## config.mk

```make
export PLATFORM = sky130hd
export DESIGN_NAME = rsel_ref_selector
export DESIGN_NICKNAME = d
export VERILOG_FILES = /design/src/rsel_pkg.sv /design/src/rsel_ref_selector.sv
export VERILOG_INCLUDE_DIRS = /design/src
export SDC_FILE = /design/constraint.sdc
export NUM_CORES = 1
export LEC_CHECK = 0
export BUFFER_PORTS_ARGS = -buffer_cell sky130_fd_sc_hd__buf_2
export CELL_PAD_IN_SITES_DETAIL_PLACEMENT = 1
export CELL_PAD_IN_SITES_GLOBAL_PLACEMENT = 1
export CORE_UTILIZATION = 25
export DETAILED_ROUTE_END_ITERATION = 6
export PLACE_DENSITY_LB_ADDON = 0.08
export SLEW_MARGIN = 20
export SYNTH_ARGS = -nofsm -noshare
export SYNTH_HDL_FRONTEND = slang
export SYNTH_SLANG_ARGS = --single-unit
```

## constraint.sdc

```tcl
create_clock -name clk_i -period 9.3 [get_ports clk_i]
set_input_delay 0.465 -clock clk_i [delete_from_list [all_inputs] [get_ports clk_i]]
set_output_delay 0.465 -clock clk_i [all_outputs]
set_load 0.02 [all_outputs]
```

## src/rsel_params.svh

```systemverilog
`ifndef RSEL_PARAMS_SVH
`define RSEL_PARAMS_SVH
// Register byte addresses (index times four where the index is printed)
`define RSEL_IDX_BUF_A 8'h43
`define RSEL_IDX_BUF_B 8'h44
`define RSEL_ADR_BUF_A 10'h10C
`define RSEL_ADR_BUF_B 10'h110
`define RSEL_ADR_CTRL 10'h000
`define RSEL_ADR_PRIO 10'h004
`define RSEL_ADR_SLEW 10'h008
`define RSEL_ADR_STAT 10'h00C
`define RSEL_ADR_PHASE 10'h010
// Buffer type field positions
`define RSEL_BT_HYST 5
`define RSEL_BT_CAPBYP 4
`define RSEL_BT_SESEL 3
`define RSEL_BT_SETERM 2
`define RSEL_BT_DIFFTERM 1
`define RSEL_BT_WBIAS 0
// Reset values
`define RSEL_RST_BUF 8'h00
`define RSEL_RST_CTRL 8'h00
`define RSEL_RST_PRIO 8'h21
`define RSEL_RST_SLEW_LIM 16'h0010
`define RSEL_RST_SLEW_INT 16'h0064
// Validation time in ns and derived cycle count at 125 MHz
`define RSEL_VALID_NS 1000
`define RSEL_CLK_MHZ 125
`define RSEL_VALID_CYC ((`RSEL_VALID_NS * `RSEL_CLK_MHZ + 999) / 1000)
`endif

```

## src/rsel_pkg.sv

```systemverilog
package rsel_pkg;
  typedef enum logic [3:0] {
    RSEL_AUTO_REV = 4'h1,
    RSEL_AUTO_NONREV = 4'h2,
    RSEL_MAN_FALLBACK = 4'h4,
    RSEL_MAN_HOLDOVER = 4'h8
  } rsel_mode_t;

  typedef enum logic [3:0] {
    RSEL_ST_FREERUN = 4'h1,
    RSEL_ST_LOCKED = 4'h2,
    RSEL_ST_HOLDOVER = 4'h4,
    RSEL_ST_SWITCH = 4'h8
  } rsel_state_t;

  typedef struct packed {
    logic hyst;
    logic cap_bypass_switch;
    logic single_select;
    logic single_term_switch;
    logic diff_term_switch;
    logic weak_bias_switch;
  } rsel_buf_sw_t;

  typedef struct packed {
    logic [31:0] adr;
    logic [31:0] dat;
    logic we;
    logic [3:0] sel;
    logic cyc;
    logic stb;
  } rsel_wb_req_t;

  typedef struct packed {
    logic [7:0] buf_a;
    logic [7:0] buf_b;
    logic [1:0] mode_sel;
    logic man_choice;
    logic pin_ctrl;
    logic cancel_en;
    logic slew_en;
    logic [2:0] prio0;
    logic [2:0] prio1;
    logic [15:0] slew_step_limit;
    logic [15:0] slew_step_interval;
    rsel_state_t st;
    logic sel;
    logic [1:0] valid;
    logic [1:0][15:0] vcnt;
    logic [31:0] ofs;
    logic [15:0] tmr;
    logic ack;
    logic [31:0] rdat;
  } rsel_state_regs_t;
endpackage

```

## src/rsel_ref_selector.sv

```systemverilog
`timescale 1ns/100ps
`include "rsel_params.svh"

// Summary of operation
// - Buffer type code bits 5..0 drive hysteresis, bypass, select, terminations, bias.
// - Multiplexer picks input zero or one, automatically or manually.
// - Priority 0 to 7 per input; 0 never ranked (a manual choice still selects it), 1 highest.
// - Equal priorities rank input zero ahead of input one.
// - Selected input shown on status pin and status register.
// - Auto revertive picks best valid input and switches up immediately.
// - Auto non-revertive keeps current input until it becomes invalid.
// - Manual modes take choice from register field or selection pin.
// - Manual fallback moves to best valid input when chosen one fails.
// - Manual fallback with no valid input: holdover if history valid, else free-run.
// - Manual holdover mode enters holdover or free-run, never another input.
// - Manual modes leave holdover once selected input is valid again.
// - Without hitless switching the phase step passes to the loop.
// - Cancellation absorbs offset of locked inputs and keeps it without slew.
// - Inputs are frequency-locked when flagged common-divisible by the divider setup.
// - Non-locked switch moves output smoothly toward new frequency.
// - Slew enable limits phase movement by step limit and interval.
// - With slew on, the built-out offset is removed gradually.
// - Slew also applies on leaving holdover or free-run and on non-locked switches.
// - With both off, full offset reaches the loop at its own rate.
// - Gapped references accepted; gap no longer than one divided period.
// - Input valid only after monitors stay clear for validation time.
module rsel_ref_selector (
  input wire logic clk_i,
  input wire logic reset_i,
  input wire logic [31:0] wb_adr_i,
  input wire logic [31:0] wb_dat_i,
  input wire logic wb_we_i,
  input wire logic [3:0] wb_sel_i,
  input wire logic wb_cyc_i,
  input wire logic wb_stb_i,
  output logic [31:0] wb_dat_o,
  output logic wb_ack_o,
  input wire logic [1:0] monitor_flag_i,
  input wire logic [1:0] freq_locked_i,
  input wire logic history_valid_i,
  input wire logic manual_reference_pin_i,
  input wire logic [31:0] phase_offset_i,
  output rsel_pkg::rsel_buf_sw_t ref_input_zero_sw_o,
  output rsel_pkg::rsel_buf_sw_t ref_input_one_sw_o,
  output logic ref_sel_o,
  output logic holdover_o,
  output logic freerun_o,
  output logic [31:0] phase_correction_o
);
  // ----------------------------------------------------------------
  // State
  // ----------------------------------------------------------------
  rsel_pkg::rsel_state_regs_t s_q;
  rsel_pkg::rsel_state_regs_t s_d;
  rsel_pkg::rsel_wb_req_t req;
  rsel_pkg::rsel_mode_t mode;
  logic [9:0] adr;
  logic [1:0] ok;
  logic [3:0] rank0;
  logic [3:0] rank1;
  logic best_any;
  logic best;
  logic man_ref;
  logic want_any;
  logic want;
  logic [31:0] wmask;
  logic [31:0] rd;
  logic [15:0] vlimit;

  assign req = '{adr: wb_adr_i, dat: wb_dat_i, we: wb_we_i, sel: wb_sel_i,
                 cyc: wb_cyc_i, stb: wb_stb_i};
  assign adr = req.adr[9:0];
  assign vlimit = 16'(`RSEL_VALID_CYC);

  always_comb
  begin
    case (s_q.mode_sel)
      2'h0: mode = rsel_pkg::RSEL_AUTO_REV;
      2'h1: mode = rsel_pkg::RSEL_AUTO_NONREV;
      2'h2: mode = rsel_pkg::RSEL_MAN_FALLBACK;
      default: mode = rsel_pkg::RSEL_MAN_HOLDOVER;
    endcase
  end

  // ----------------------------------------------------------------
  // Buffer switch decode
  // ----------------------------------------------------------------
  always_comb
  begin
    ref_input_zero_sw_o = s_q.buf_a[5:0];
    ref_input_one_sw_o = s_q.buf_b[5:0];
  end

  // ----------------------------------------------------------------
  // Priority ranking
  // ----------------------------------------------------------------
  // Validity is the registered qualification, so the mux never follows raw flags
  assign ok[0] = s_q.valid[0] && (s_q.prio0 != 3'h0);
  assign ok[1] = s_q.valid[1] && (s_q.prio1 != 3'h0);
  assign rank0 = ok[0] ? {1'b0, s_q.prio0} : 4'hF;
  assign rank1 = ok[1] ? {1'b0, s_q.prio1} : 4'hF;
  assign best_any = ok[0] || ok[1];
  assign best = (rank1 < rank0); // ties go to input zero
  assign man_ref = s_q.pin_ctrl ? manual_reference_pin_i : s_q.man_choice;

  // ----------------------------------------------------------------
  // Reference decision
  // ----------------------------------------------------------------
  always_comb
  begin
    want_any = 1'b0;
    want = s_q.sel;
    case (mode)
      rsel_pkg::RSEL_AUTO_REV:
      begin
        want_any = best_any;
        want = best;
      end
      rsel_pkg::RSEL_AUTO_NONREV:
      begin
        if (s_q.st == rsel_pkg::RSEL_ST_LOCKED && ok[s_q.sel])
        begin
          want_any = 1'b1;
          want = s_q.sel;
        end
        else
        begin
          want_any = best_any;
          want = best;
        end
      end
      rsel_pkg::RSEL_MAN_FALLBACK:
      begin
        if (s_q.valid[man_ref])
        begin
          want_any = 1'b1;
          want = man_ref;
        end
        else
        begin
          want_any = best_any;
          want = best;
        end
      end
      rsel_pkg::RSEL_MAN_HOLDOVER:
      begin
        want_any = s_q.valid[man_ref];
        want = man_ref;
      end
      default:
      begin
        want_any = 1'b0;
        want = s_q.sel;
      end
    endcase
  end

  // ----------------------------------------------------------------
  // Bus write mask
  // ----------------------------------------------------------------
  generate
    for (genvar b = 0; b < 4; b++)
    begin : g_mask
      assign wmask[8*b +: 8] = {8{req.sel[b]}};
    end
  endgenerate

  // ----------------------------------------------------------------
  // Next state
  // ----------------------------------------------------------------
  always_comb
  begin
    s_d = s_q;
    // Validation timers: any flag restarts the count
    for (int i = 0; i < 2; i++)
    begin
      if (monitor_flag_i[i])
      begin
        s_d.vcnt[i] = 16'h0000;
        s_d.valid[i] = 1'b0;
      end
      else if (s_q.vcnt[i] >= vlimit)
      begin
        s_d.valid[i] = 1'b1;
      end
      else
      begin
        s_d.vcnt[i] = s_q.vcnt[i] + 16'h0001;
      end
    end

    // Slew pacing of the built-out offset
    if (s_q.slew_en && s_q.ofs != 32'h0)
    begin
      if (s_q.tmr >= s_q.slew_step_interval)
      begin
        s_d.tmr = 16'h0000;
        if ($signed(s_q.ofs) > $signed({16'h0000, s_q.slew_step_limit}))
          s_d.ofs = s_q.ofs - {16'h0000, s_q.slew_step_limit};
        else if ($signed(s_q.ofs) < -$signed({16'h0000, s_q.slew_step_limit}))
          s_d.ofs = s_q.ofs + {16'h0000, s_q.slew_step_limit};
        else
          s_d.ofs = 32'h0;
      end
      else
      begin
        s_d.tmr = s_q.tmr + 16'h0001;
      end
    end
    else
    begin
      s_d.tmr = 16'h0000; // offset held while slew is off
    end

    case (s_q.st)
      rsel_pkg::RSEL_ST_LOCKED, rsel_pkg::RSEL_ST_HOLDOVER,
      rsel_pkg::RSEL_ST_FREERUN:
      begin
        if (!want_any)
          s_d.st = history_valid_i ? rsel_pkg::RSEL_ST_HOLDOVER
                                   : rsel_pkg::RSEL_ST_FREERUN;
        else if (s_q.st != rsel_pkg::RSEL_ST_LOCKED || want != s_q.sel)
        begin
          s_d.sel = want; // one registered select change
          s_d.st = rsel_pkg::RSEL_ST_SWITCH;
          if (s_q.st == rsel_pkg::RSEL_ST_LOCKED && s_q.cancel_en
              && (&freq_locked_i))
            s_d.ofs = s_q.ofs + phase_offset_i;
          else if (s_q.slew_en)
            s_d.ofs = s_q.ofs + phase_offset_i;
          else
            s_d.ofs = 32'h0;
        end
      end
      rsel_pkg::RSEL_ST_SWITCH:
        s_d.st = rsel_pkg::RSEL_ST_LOCKED;
      default:
        s_d.st = rsel_pkg::RSEL_ST_FREERUN;
    endcase

    // Bus slave: one wait state, ack drops after one cycle
    s_d.ack = req.cyc && req.stb && !s_q.ack;
    s_d.rdat = rd;
    if (req.cyc && req.stb && !s_q.ack && req.we)
    begin
      case (adr)
        `RSEL_ADR_BUF_A: s_d.buf_a = (s_q.buf_a & ~wmask[7:0]) | (req.dat[7:0] & wmask[7:0]);
        `RSEL_ADR_BUF_B: s_d.buf_b = (s_q.buf_b & ~wmask[7:0]) | (req.dat[7:0] & wmask[7:0]);
        `RSEL_ADR_CTRL:
        begin
          if (req.sel[0])
          begin
            s_d.mode_sel = req.dat[1:0];
            s_d.man_choice = req.dat[2];
            s_d.pin_ctrl = req.dat[3];
            s_d.cancel_en = req.dat[4];
            s_d.slew_en = req.dat[5];
          end
        end
        `RSEL_ADR_PRIO:
        begin
          if (req.sel[0])
          begin
            s_d.prio0 = req.dat[2:0];
            s_d.prio1 = req.dat[6:4];
          end
        end
        `RSEL_ADR_SLEW:
        begin
          if (req.sel[0]) s_d.slew_step_limit[7:0] = req.dat[7:0];
          if (req.sel[1]) s_d.slew_step_limit[15:8] = req.dat[15:8];
          if (req.sel[2]) s_d.slew_step_interval[7:0] = req.dat[23:16];
          if (req.sel[3]) s_d.slew_step_interval[15:8] = req.dat[31:24];
        end
        default:
        begin
          s_d.ack = s_d.ack;
        end
      endcase
    end
  end

  // Unmapped addresses ack with zero data
  always_comb
  begin
    case (adr)
      `RSEL_ADR_BUF_A: rd = {24'h0, s_q.buf_a};
      `RSEL_ADR_BUF_B: rd = {24'h0, s_q.buf_b};
      `RSEL_ADR_CTRL: rd = {26'h0, s_q.slew_en, s_q.cancel_en, s_q.pin_ctrl,
                            s_q.man_choice, s_q.mode_sel};
      `RSEL_ADR_PRIO: rd = {25'h0, s_q.prio1, 1'b0, s_q.prio0};
      `RSEL_ADR_SLEW: rd = {s_q.slew_step_interval, s_q.slew_step_limit};
      `RSEL_ADR_STAT: rd = {24'h0, s_q.st, s_q.valid, 1'b0, s_q.sel};
      `RSEL_ADR_PHASE: rd = s_q.ofs;
      default: rd = 32'h0;
    endcase
  end

  always_ff @(posedge clk_i or posedge reset_i)
  begin
    if (reset_i)
    begin
      s_q <= '0;
      s_q.buf_a <= `RSEL_RST_BUF;
      s_q.buf_b <= `RSEL_RST_BUF;
      s_q.mode_sel <= 2'h0;
      s_q.prio0 <= 3'h1;
      s_q.prio1 <= 3'h2;
      s_q.slew_step_limit <= `RSEL_RST_SLEW_LIM;
      s_q.slew_step_interval <= `RSEL_RST_SLEW_INT;
      s_q.st <= rsel_pkg::RSEL_ST_FREERUN;
    end
    else
    begin
      s_q <= s_d;
    end
  end

  // ----------------------------------------------------------------
  // Outputs
  // ----------------------------------------------------------------
  assign wb_ack_o = s_q.ack;
  assign wb_dat_o = s_q.rdat;
  assign ref_sel_o = s_q.sel;
  assign holdover_o = (s_q.st == rsel_pkg::RSEL_ST_HOLDOVER);
  assign freerun_o = (s_q.st == rsel_pkg::RSEL_ST_FREERUN);
  assign phase_correction_o = s_q.ofs;
endmodule

```

==> results of run 1 <==
[sequential cells by signal, indices dropped and copies added, names as in the netlist, named ones only]
name	flops
phase_correction_o	32
ref_sel_o	1
s_q	98
wb_ack_o	1
wb_dat_o	32
[worst max-delay path: stages (launching register included)]
cell       delay, ns
dfrtp_1         0.52
nor2_1          0.20
and4_1          0.23
nand2_1         0.10
nor3_1          0.26
nand2_1         0.37
nor4_1          0.35
ha_1            0.31
a21o_1          0.19
a21o_1          0.17
a221o_1         0.32
a2111oi_0       0.44
o311ai_0        0.38
nor3b_1         0.27
o21a_1          0.18
buf_4           0.23
a221o_1         0.35
a211oi_1        0.23
o22ai_1         0.11
[power groups by stage]
stage | registers (mW) | clock network, mW | logic (mW)
floorplan | 0.814 | 0 | 0.128
global placement | 0.822 | 0 | 0.194
detailed placement | 0.822 | 0 | 0.196
CTS | 0.807 | 0.783 | 0.197
global route | 0.808 | 0.801 | 0.217
finish | 0.807 | 0.747 | 0.193
[metrics by stage]
stage                     setup slack [ns]  instance area (sq um)  util (%)  total power, mW  cells
after floorplan                      3.960                  13820         -           0.9424   1550
after global placement               3.888                  14860     27.39            1.016   2300
after detailed placement             3.788                  14860     27.39            1.018   2300
after CTS                            3.847                  15430     28.44            1.787   2332
after global routing                 3.400                  15430     28.44            1.826   2332
final                                3.907                  15430     28.44            1.746   2332
[layer usage]
layer  wire [um]  share of wire (%)  track usage (%)  vias to the layer above
met4         568                1.1            4.145                        6
li1            -                  -                -                     5695
met1       25750                 51            25.94                     5872
met2       22670                 45            28.96                      154
met3        1581                3.1            3.591                       35
met5          35              0.069                0                        -
[synth_stat cells (all sizes together) (5+ instances only)]
library cell	number	share of area, %
a211oi	13	0.71
a21o	33	1.8
a21oi	92	3.3
a221o	5	0.36
a221oi	12	0.81
a22oi	10	0.54
a31oi	23	1.1
and2	11	0.50
and3	15	0.68
and4	6	0.38
buf	92	4.9
clkbuf	41	1.1
dfrtp	173	31
dfstp	7	1.3
ha	127	11
inv	83	2.3
mux2	62	5.1
mux2i	7	0.51
nand2	122	3.3
nand2b	9	0.41
nand3	35	1.3
nand4	25	1.1
nor2	121	3.3
nor2b	31	1.4
nor3	36	1.3
nor4	30	1.4
o211ai	14	0.76
o21a	7	0.38
o21ai	89	3.3
o21bai	14	0.76
o22ai	11	0.50
o311ai	8	0.51
o31ai	9	0.49
o32ai	7	0.44
or2	8	0.36
or3	8	0.36
xnor2	49	3.1
xor2	35	2.2
[worst min path at each step]
stage	from	to	slack, ns	cells after the start
2_1_floorplan	s_q[104]$_DFFE_PP0P_	s_q[104]$_DFFE_PP0P_	0.46	2
3_3_place_gp	wb_ack_o$_DFF_PP0_	wb_ack_o$_DFF_PP0_	0.44	1
3_5_place_dp	wb_ack_o$_DFF_PP0_	wb_ack_o$_DFF_PP0_	0.44	1
4_1_cts	reset_i	s_q[130]$_DFFE_PP0P_	0.15	2
5_1_grt	wb_dat_i[11]	s_q[147]$_DFFE_PP0P_	0.16	2
6_report	reset_i	s_q[130]$_DFFE_PP0P_	0.13	2
[cell families after synthesis]
logic type      Yosys count  synth area share (%)
simple gates            474                 16.99
compound gates          395                 18.93
buf+inv                 216                 8.283
flops                   180                 32.65
fa+ha+maj               130                 11.93
xor+xnor                 84                 5.323
mux                      71                 5.884
[layout make-up]
type / count / area (sq um)
clock buffer: 18 / 429.2
clock inverter: 14 / 140.1
fill: 6333 / 38810
inverter: 83 / 319.1
multi-input combinational: 1154 / 8172
sequential: 180 / 4513
tap: 696 / 870.8
timing repair buffer: 187 / 983.4
[cell usage in the layout (no fill, tap or decap), types with 15 or more instances in the layout]
| master | n |
|---|---|
| dfrtp_1 | 173 |
| buf_2 | 168 |
| ha_1 | 127 |
| nand2_1 | 122 |
| nor2_1 | 121 |
| a21oi_1 | 92 |
| o21ai_0 | 86 |
| inv_1 | 82 |
| mux2_2 | 62 |
| xnor2_1 | 49 |
| nor3_1 | 36 |
| nand3_1 | 35 |
| xor2_1 | 35 |
| a21o_1 | 33 |
| nor2b_1 | 30 |
| nor4_1 | 28 |
| nand4_1 | 25 |
| a31oi_1 | 22 |
| buf_4 | 19 |
| clkbuf_16 | 17 |
| and3_1 | 15 |
==> metrics, run 1 <==
Post-CTS Setup Bufs=0; static leakage power=a little over 7 nW; largest net degree at the start of global routing=114; Crit Reg-Reg Startpoint=s_q[138]$_DFFE_PP0P_; Max H-tree Level=4; Yosys warning count=0; gr usage total=18.43%; first-pass GRT wire length=78010 um; number of enable flip-flop cells after synthesis=0; post-synthesis cell area=13820 sq um; syn_nets=1791; Logic pwr share=a little over a tenth; Hold Crit Class=in2async; Layout area overhead=11.62%; Arrival @ worst endpoint=5.75 ns; worst reg2reg path depth=18; Max Fclk=185.4 MHz; router iterations before antenna repair=5; IO Pins=191; Starting Density=25.48%; initial drt markers=494; CP endpoint=phase_correction_o[21]$_DFF_PP0_; hold_ws=0.1261 ns; nets=1864; sequential-to-total area share from yosys stat=32.65%; R2R Setup Slk=3.91 ns; sw frac=28.96%; Vias=roughly 12000; clock network power share=42.8%; Setup Total Neg Slack=0 ns; clk root buf=clkbuf_16; crit path max fanout=26; n_diodes=0; routability cong.=0.8009; switching pwr=0.5057 mW; initial antenna violation count=5; DRT Wirelength=50610 um; Synth async-reset ratio=100.0%; RSZ-0062 raised after global routing=no; CTS max path bufs=2; share of layout cells above drive strength 1=19.01%; CP Capture Type=register; critical path type=reg2reg; clock slew at reported path FFs=approximately 0.08 ns; clock insertion delay at the later pin of the skew report=0.50 ns; Final setup viols=0; die area=56230 sq um; Critical Path Start Type=register; DRC=0; number of hold buffers added after CTS=0; #FFs+latches synth=180; max_cap viols=0; launch point of the worst path=s_q[138]$_DFFE_PP0P_; slew margin rel.=~36%; Post-Syn Instances=1550; post_cts resized=0; Die Y-Extent=237.1 um; Max Slew Vio Count=0; Netlist cell types=82; CTS tree=done; clock sinks=180; Syn Area/Cell=8.917 sq um; pin slew with the least headroom to its limit=roughly 0.96 ns; vias per cell=5.044; Worst EP required=9.66 ns; r2r endpoint=phase_correction_o[21]$_DFF_PP0_; Pwr per Cell Area=113.2 nW/um^2; sum of net half-perimeters after detailed placement=38670 um; fin crit period=5.393 ns; row count=85; DR WL/cell=21.70 um; Flop pwr share=46.2%; predominant post-synthesis flop cell=dfrtp_1; final hold vios=0; CTS buffer count=17; clk_skew=0.01224 ns; core area=54240 sq um; antenna viol nets, final=0; Final period util=about 58%; P_int=1.241 mW; Max rail drop VDD=about 0.12 mV; Port Buffers=168; gr ovfl total=0; status=finished, final reports clean; die width=237.1 um; vias in the first global route=12520
Note: power is estimated with default switching activity, not from simulation.
==> inputs of run 2 (changes only) <==
==> constraint.sdc (replaced) <==
create_clock -name clk_i -period 5.2 [get_ports clk_i]
set_input_delay 0.26 -clock clk_i [delete_from_list [all_inputs] [get_ports clk_i]]
set_output_delay 0.26 -clock clk_i [all_outputs]
set_load 0.02 [all_outputs]
==> run 2 against run 1 <==
Effect of this change:
- sequential power grew 78%
- global-route usage is 0.22 points higher
- wire length is 1.3% higher
- clock power increased by 87%
- core utilization is 0.77 points higher
- setup slack worse by 3.5 ns
- flip-flop and latch count stayed put
- critical endpoint unchanged
- largest cell class unchanged
- largest power group unchanged
==> metrics, run 2 (same netlist as run 1, synthesis figures left out) <==
CTS tree=done; Util after Layout=between 20% and 30%; gr usage total=18.65%; clock sinks=180; fin crit period=4.817 ns; Non-Filler Instances=2372; DRT Wirelength=between 50000 and 60000 um; CP delay by family, top=compound AO/OA/AOI/OAI gates; slew margin rel.=about a third; slowest cell on the critical path=or4_1; most common cell after layout, fill and taps aside=dfrtp_1; vias per cell=5.040; clock slew at reported path FFs=0.07 ns; CP Depth=16; Logic pwr share=11.5%; CTS max path bufs=2; Final setup viols=0; Arrival @ worst endpoint=5.18 ns; fin area=15850 sq um; max_cap viols=0; pin slew with the least headroom to its limit=1.018 ns; nets=1905; gr ovfl total=0; Layout area overhead=14.65%; clk root buf=clkbuf_16; Flop pwr share=44.9%; RSZ-0062 raised after global routing=no; Die Y-Extent=237.1 um; Layout fillers=6412; status=finished, final reports clean; routability cong.=0.8166; IO Pins=191; Vias=about 12000; P_int=2.281 mW; WL met2=22760 um; largest register by flop count=s_q; clock insertion delay at the later pin of the skew report=0.51 ns; Worst EP required=roughly 5.6 ns; Max Used Layer=met5; Post-DP Area=14990 sq um; max reg flops=98; Post-Place Cells=2316; Port Buffers=168; switching pwr=0.9274 mW; Max Fclk=~210 MHz; sw frac=28.91%; dpl ws=0.1743 ns; clock network power share=43.6%; Met3 Wirelength=1691 um; initial antenna violation count=2; row count=85; crit path max fanout=23; DRC=0; Hold Crit Class=in2reg; Starting Density=25.48%; worst-path cell chain=nor2_1, and4_1, nand2_1, or4_1, nor4_1, ha_1, and4_1, a221o_1, a2111oi_0, o311ai_0, nor3b_1, o21a_1, buf_12, a221o_1, a211oi_1, o22ai_1; Setup Total Neg Slack=0 ns; first-pass GRT wire length=78650 um; M1 WL=26140 um; Buf+Inv Stages, Crit Path=1; core area=54240 sq um; CP Capture Type=register; Max H-tree Level=4; Max rail drop VDD=0.2163 mV; largest net degree at the start of global routing=89; antenna viol nets, final=0; initial drt markers=roughly 530; final worst slack=around 0.38 ns; final hold vios=0; commonest cells after routing, fill and taps aside=dfrtp_1 (173), buf_2 (168), ha_1 (127); Final period util=92.63%; DR WL/cell=about 22 um; Max Slew Vio Count=0; Pwr per Cell Area=around 200 nW/um^2; CP max stage delay=0.60 ns; die area=56230 sq um; Critical Path Start Type=register; CTS buffer count=17; share of layout cells above drive strength 1=19.63%; static leakage power=around 7.3 nW; hold path cells=2; sum of net half-perimeters after detailed placement=39380 um; worst reg2reg path depth=16; n_diodes=0; critical path type=reg2reg; vias in the first global route=12580; router iterations before antenna repair=4; clk_skew=0.01996 ns; die width=237.1 um
run 2: path summary, 6_finish.rpt:
path                                                    end                  from  slack (ns)
max                        phase_correction_o[21]$_DFF_PP0_  s_q[139]$_DFFE_PP0P_        0.38
max reg2reg                phase_correction_o[21]$_DFF_PP0_  s_q[139]$_DFFE_PP0P_        0.38
min reg2reg                              wb_ack_o$_DFF_PP0_    wb_ack_o$_DFF_PP0_        0.46
max in group asynchronous                 s_q[35]$_DFF_PP0_               reset_i        3.45
min                                    s_q[146]$_DFFE_PP0P_          wb_dat_i[10]        0.05
min in group asynchronous            wb_dat_o[12]$_DFF_PP0_               reset_i        0.42
run 2: metrics by stage:
| stage | total power, mW | hold slack, ns |
|---|---|---|
| after global placement | 1.825 | 0.4283 |
| after CTS | 3.283 | 0.005632 |
| after detailed placement | 1.828 | 0.4354 |
| final | 3.208 | 0.05233 |
| after floorplan | 1.685 | 0.3256 |
| after global routing | 3.355 | 0.02358 |
run 2: worst register-to-register path: stages (launching register included):
cell and delay, ns:
dfrtp_1 0.42, nor2_1 0.22, and4_1 0.25, nand2_1 0.11, or4_1 0.61, nor4_1 0.26, ha_1 0.30, and4_1 0.23
a221o_1 0.35, a2111oi_0 0.38, o311ai_0 0.31, nor3b_1 0.24, o21a_1 0.21, buf_12 0.17, a221o_1 0.32, a211oi_1 0.23
o22ai_1 0.11
run 2: routing by layer:
metal | global-route usage, % | vias to the layer above
met2 | 28.79 | 170
met5 | 0 | -
met1 | 26.64 | 5943
li1 | - | 5801
met3 | 3.661 | 37
met4 | 4.223 | 4
run 2: cell type report:
cell class                 count  area [sq um]  area share [%]
clock buffer                  17         425.4           2.685
clock inverter                14         171.4           1.082
inverter                      83         319.1           2.014
multi-input combinational   1154          8179           51.62
sequential                   180          4513           28.48
tap                          696         870.8           5.496
timing repair buffer         228          1366           8.623
run 2: what timing repair did:
item / CTS / global route
endpoints found under the hold margin: 106 / 0
hold buffers: 25 / 0
setup buffers: 0 / 0
endpoints found under the setup margin: 0 / 16
resized for setup: 0 / 2
run 2: power groups by stage:
| stage | clock network (mW) | registers (mW) | logic [mW] |
|---|---|---|---|
| after global routing | 1.50 | 1.44 | 0.416 |
| final | 1.40 | 1.44 | 0.370 |
| after detailed placement | 0 | 1.47 | 0.361 |
| after global placement | 0 | 1.47 | 0.358 |
| after floorplan | 0 | 1.46 | 0.229 |
| after CTS | 1.46 | 1.44 | 0.378 |
==> inputs of run 3 (changes only) <==
--- a/config.mk
+++ b/config.mk
@@ -12,6 +12,7 @@
 export CORE_UTILIZATION = 25
 export DETAILED_ROUTE_END_ITERATION = 6
 export PLACE_DENSITY_LB_ADDON = 0.08
+export SETUP_SLACK_MARGIN = 0.5
 export SLEW_MARGIN = 20
 export SYNTH_ARGS = -nofsm -noshare
 export SYNTH_HDL_FRONTEND = slang
==> run 3 against run 2 <==
Effect of this change:
- power is 4.0% higher
- count of clock-buffer cells in the layout is 2 higher
- clock skew up 0.0026 ns
- register-to-register slack gained 0.36 ns
- wire length increased by 0.27%
- sequential share of layout area down 0.27 points
- non-clock buffer count up 2
- die area stayed put
- global-route usage is 0.11 points higher
- combinational power barely moved
- largest power group is now clock
==> metrics, run 3 (same netlist as run 1, synthesis figures left out) <==
Final period util=85.78%; Max Fclk=224.2 MHz; slew margin rel.=34.41%; Pwr per Cell Area=between 200 and 250 nW/um^2; DR WL/cell=21.64 um; sum of net half-perimeters after detailed placement=39570 um; Die Y-Extent=~240 um; nets=1907; RSZ-0062 raised after global routing=no; critical path type=reg2reg; crit path max fanout=21; Starting Density=about a quarter; gr usage total=18.76%; final hold vios=0; gr busiest metal=met2; die width=about 240 um; initial antenna violation count=4; DRC=0; Max H-tree Level=4; most common cell after layout, fill and taps aside=dfrtp_1; IO Pins=191; max reg flops=98; dpl ws=~0.3 ns; pin slew with the least headroom to its limit=0.9710 ns; status=finished, final reports clean; Port Buffers=approximately 170; clock insertion delay at the later pin of the skew report=approximately 0.5 ns; gr ovfl total=0; fin crit period=around 4.5 ns; Util after Layout=~30%; Setup Total Neg Slack=0 ns; vias in the first global route=approximately 13000; first-pass GRT wire length=between 70000 and 80000 um; max_cap viols=0; Worst EP required=roughly 5.6 ns; commonest cells after routing, fill and taps aside=dfrtp_1 (172), buf_2 (168), ha_1 (127); share of layout cells above drive strength 1=between 20% and 30%; largest register by flop count=s_q; largest net degree at the start of global routing=between 70 and 80; clk_skew=0.02259 ns; row count=85; Final setup viols=0; Hold Crit Class=in2reg; Max Slew Vio Count=0; CTS buffer count=17; routability cong.=approximately 0.82; met3 GRT Util=around 3.5%; final worst slack=0.7393 ns; Layout area overhead=15.80%; vias per cell=5.019; core area=54240 sq um; CTS max path bufs=2; Vias=between 10000 and 15000; CTS tree=done; global-route met2 utilization=29.06%; antenna viol nets, final=0; met1 usage=26.81%; clk root buf=clkbuf_16; DRT Wirelength=51420 um; Critical Path Start Type=register; CP Capture Type=register; Arrival @ worst endpoint=4.84 ns; router iterations before antenna repair=5; static leakage power=~7.3 nW; initial drt markers=565; die area=56230 sq um; Max rail drop VDD=0.2127 mV; clock sinks=180; clock slew at reported path FFs=0.08 ns
run 3: cell count changes in the layout (fill, tap and decap cells not counted), moves of 3 or more:
cell,previous run,this run
nor4_2,2,8
bufinv_16,2,5
nor4_1,28,21
inv_8,4,1
clkinvlp_4,4,1
buf_4,34,37
run 3: area by class of cell:
class                   count  area [sq um]
fillers                  6367         38240
multi-input cells        1154          8250
flip-flops and latches    180          4514
repair buffers            230          1389
well taps                 696         870.8
clock buffers              19         442.9
inverters                  83         315.3
clock inverters            13         219.0
diodes                      1         2.502
run 3: metrics by stage:
| step | instances | hold slack [ns] | instance area (sq um) | power (mW) |
|---|---|---|---|---|
| after global placement | 2314 | 0.4396 | 14980 | 1.828 |
| final | 2376 | 0.04835 | 16000 | 3.338 |
| after CTS | 2369 | 0.006572 | 15890 | 3.413 |
| after floorplan | 1550 | 0.3256 | 13820 | 1.686 |
| after global routing | 2375 | 0.03250 | 16000 | 3.491 |
| after detailed placement | 2314 | 0.4324 | 14980 | 1.828 |
run 3: worst max-delay path: stages (launching register included):
cell	delay (ns)
dfrtp_2	0.44
nor2_2	0.15
and4_1	0.25
nand2_1	0.14
nor3_4	0.26
nand2_4	0.14
nor4_2	0.25
ha_1	0.29
a21o_1	0.19
a21o_1	0.17
a221o_1	0.32
a2111oi_1	0.27
o311ai_1	0.20
nor3b_1	0.20
o21a_1	0.21
buf_12	0.17
a221o_1	0.32
a211oi_1	0.24
o22ai_1	0.11
run 3: repair_timing:
| item | 4_1_cts | 5_1_grt |
|---|---|---|
| setup buffers | 0 | 6 |
| resized for setup | 3 | 15 |
| pin swaps | 0 | 3 |
| hold buffers | 23 | 0 |
| endpoints found under the hold margin | 90 | 0 |
| endpoints found under the setup margin | 18 | 24 |
run 3: per-layer routing:
metal  vias to the layer above  part of all wire (%)
met5                         -                 0.072
met4                         6                   1.2
met3                        40                   3.0
met2                       157                    45
met1                      5934                    51
li1                       5788                     -
run 3: report_power, final:
part,switching [mW],internal (mW),total (mW)
Combinational,0.222,0.150,0.372
Sequential,0.0243,1.41,1.44
Clock,0.654,0.875,1.53
Total,0.901,2.44,3.34
run 3: path summary, 6_finish.rpt:
| check | slack [ns] | cells past startpoint | from | to |
|---|---|---|---|---|
| min | 0.05 | 2 | wb_dat_i[11] | s_q[147]$_DFFE_PP0P_ |
| min in group asynchronous | 0.43 | 4 | reset_i | wb_ack_o$_DFF_PP0_ |
| max in group asynchronous | 3.91 | 4 | reset_i | phase_correction_o[20]$_DFF_PP0_ |
| max | 0.74 | 18 | s_q[139]$_DFFE_PP0P_ | phase_correction_o[21]$_DFF_PP0_ |
| max reg2reg | 0.74 | 18 | s_q[139]$_DFFE_PP0P_ | phase_correction_o[21]$_DFF_PP0_ |
| min reg2reg | 0.45 | 1 | wb_ack_o$_DFF_PP0_ | wb_ack_o$_DFF_PP0_ |
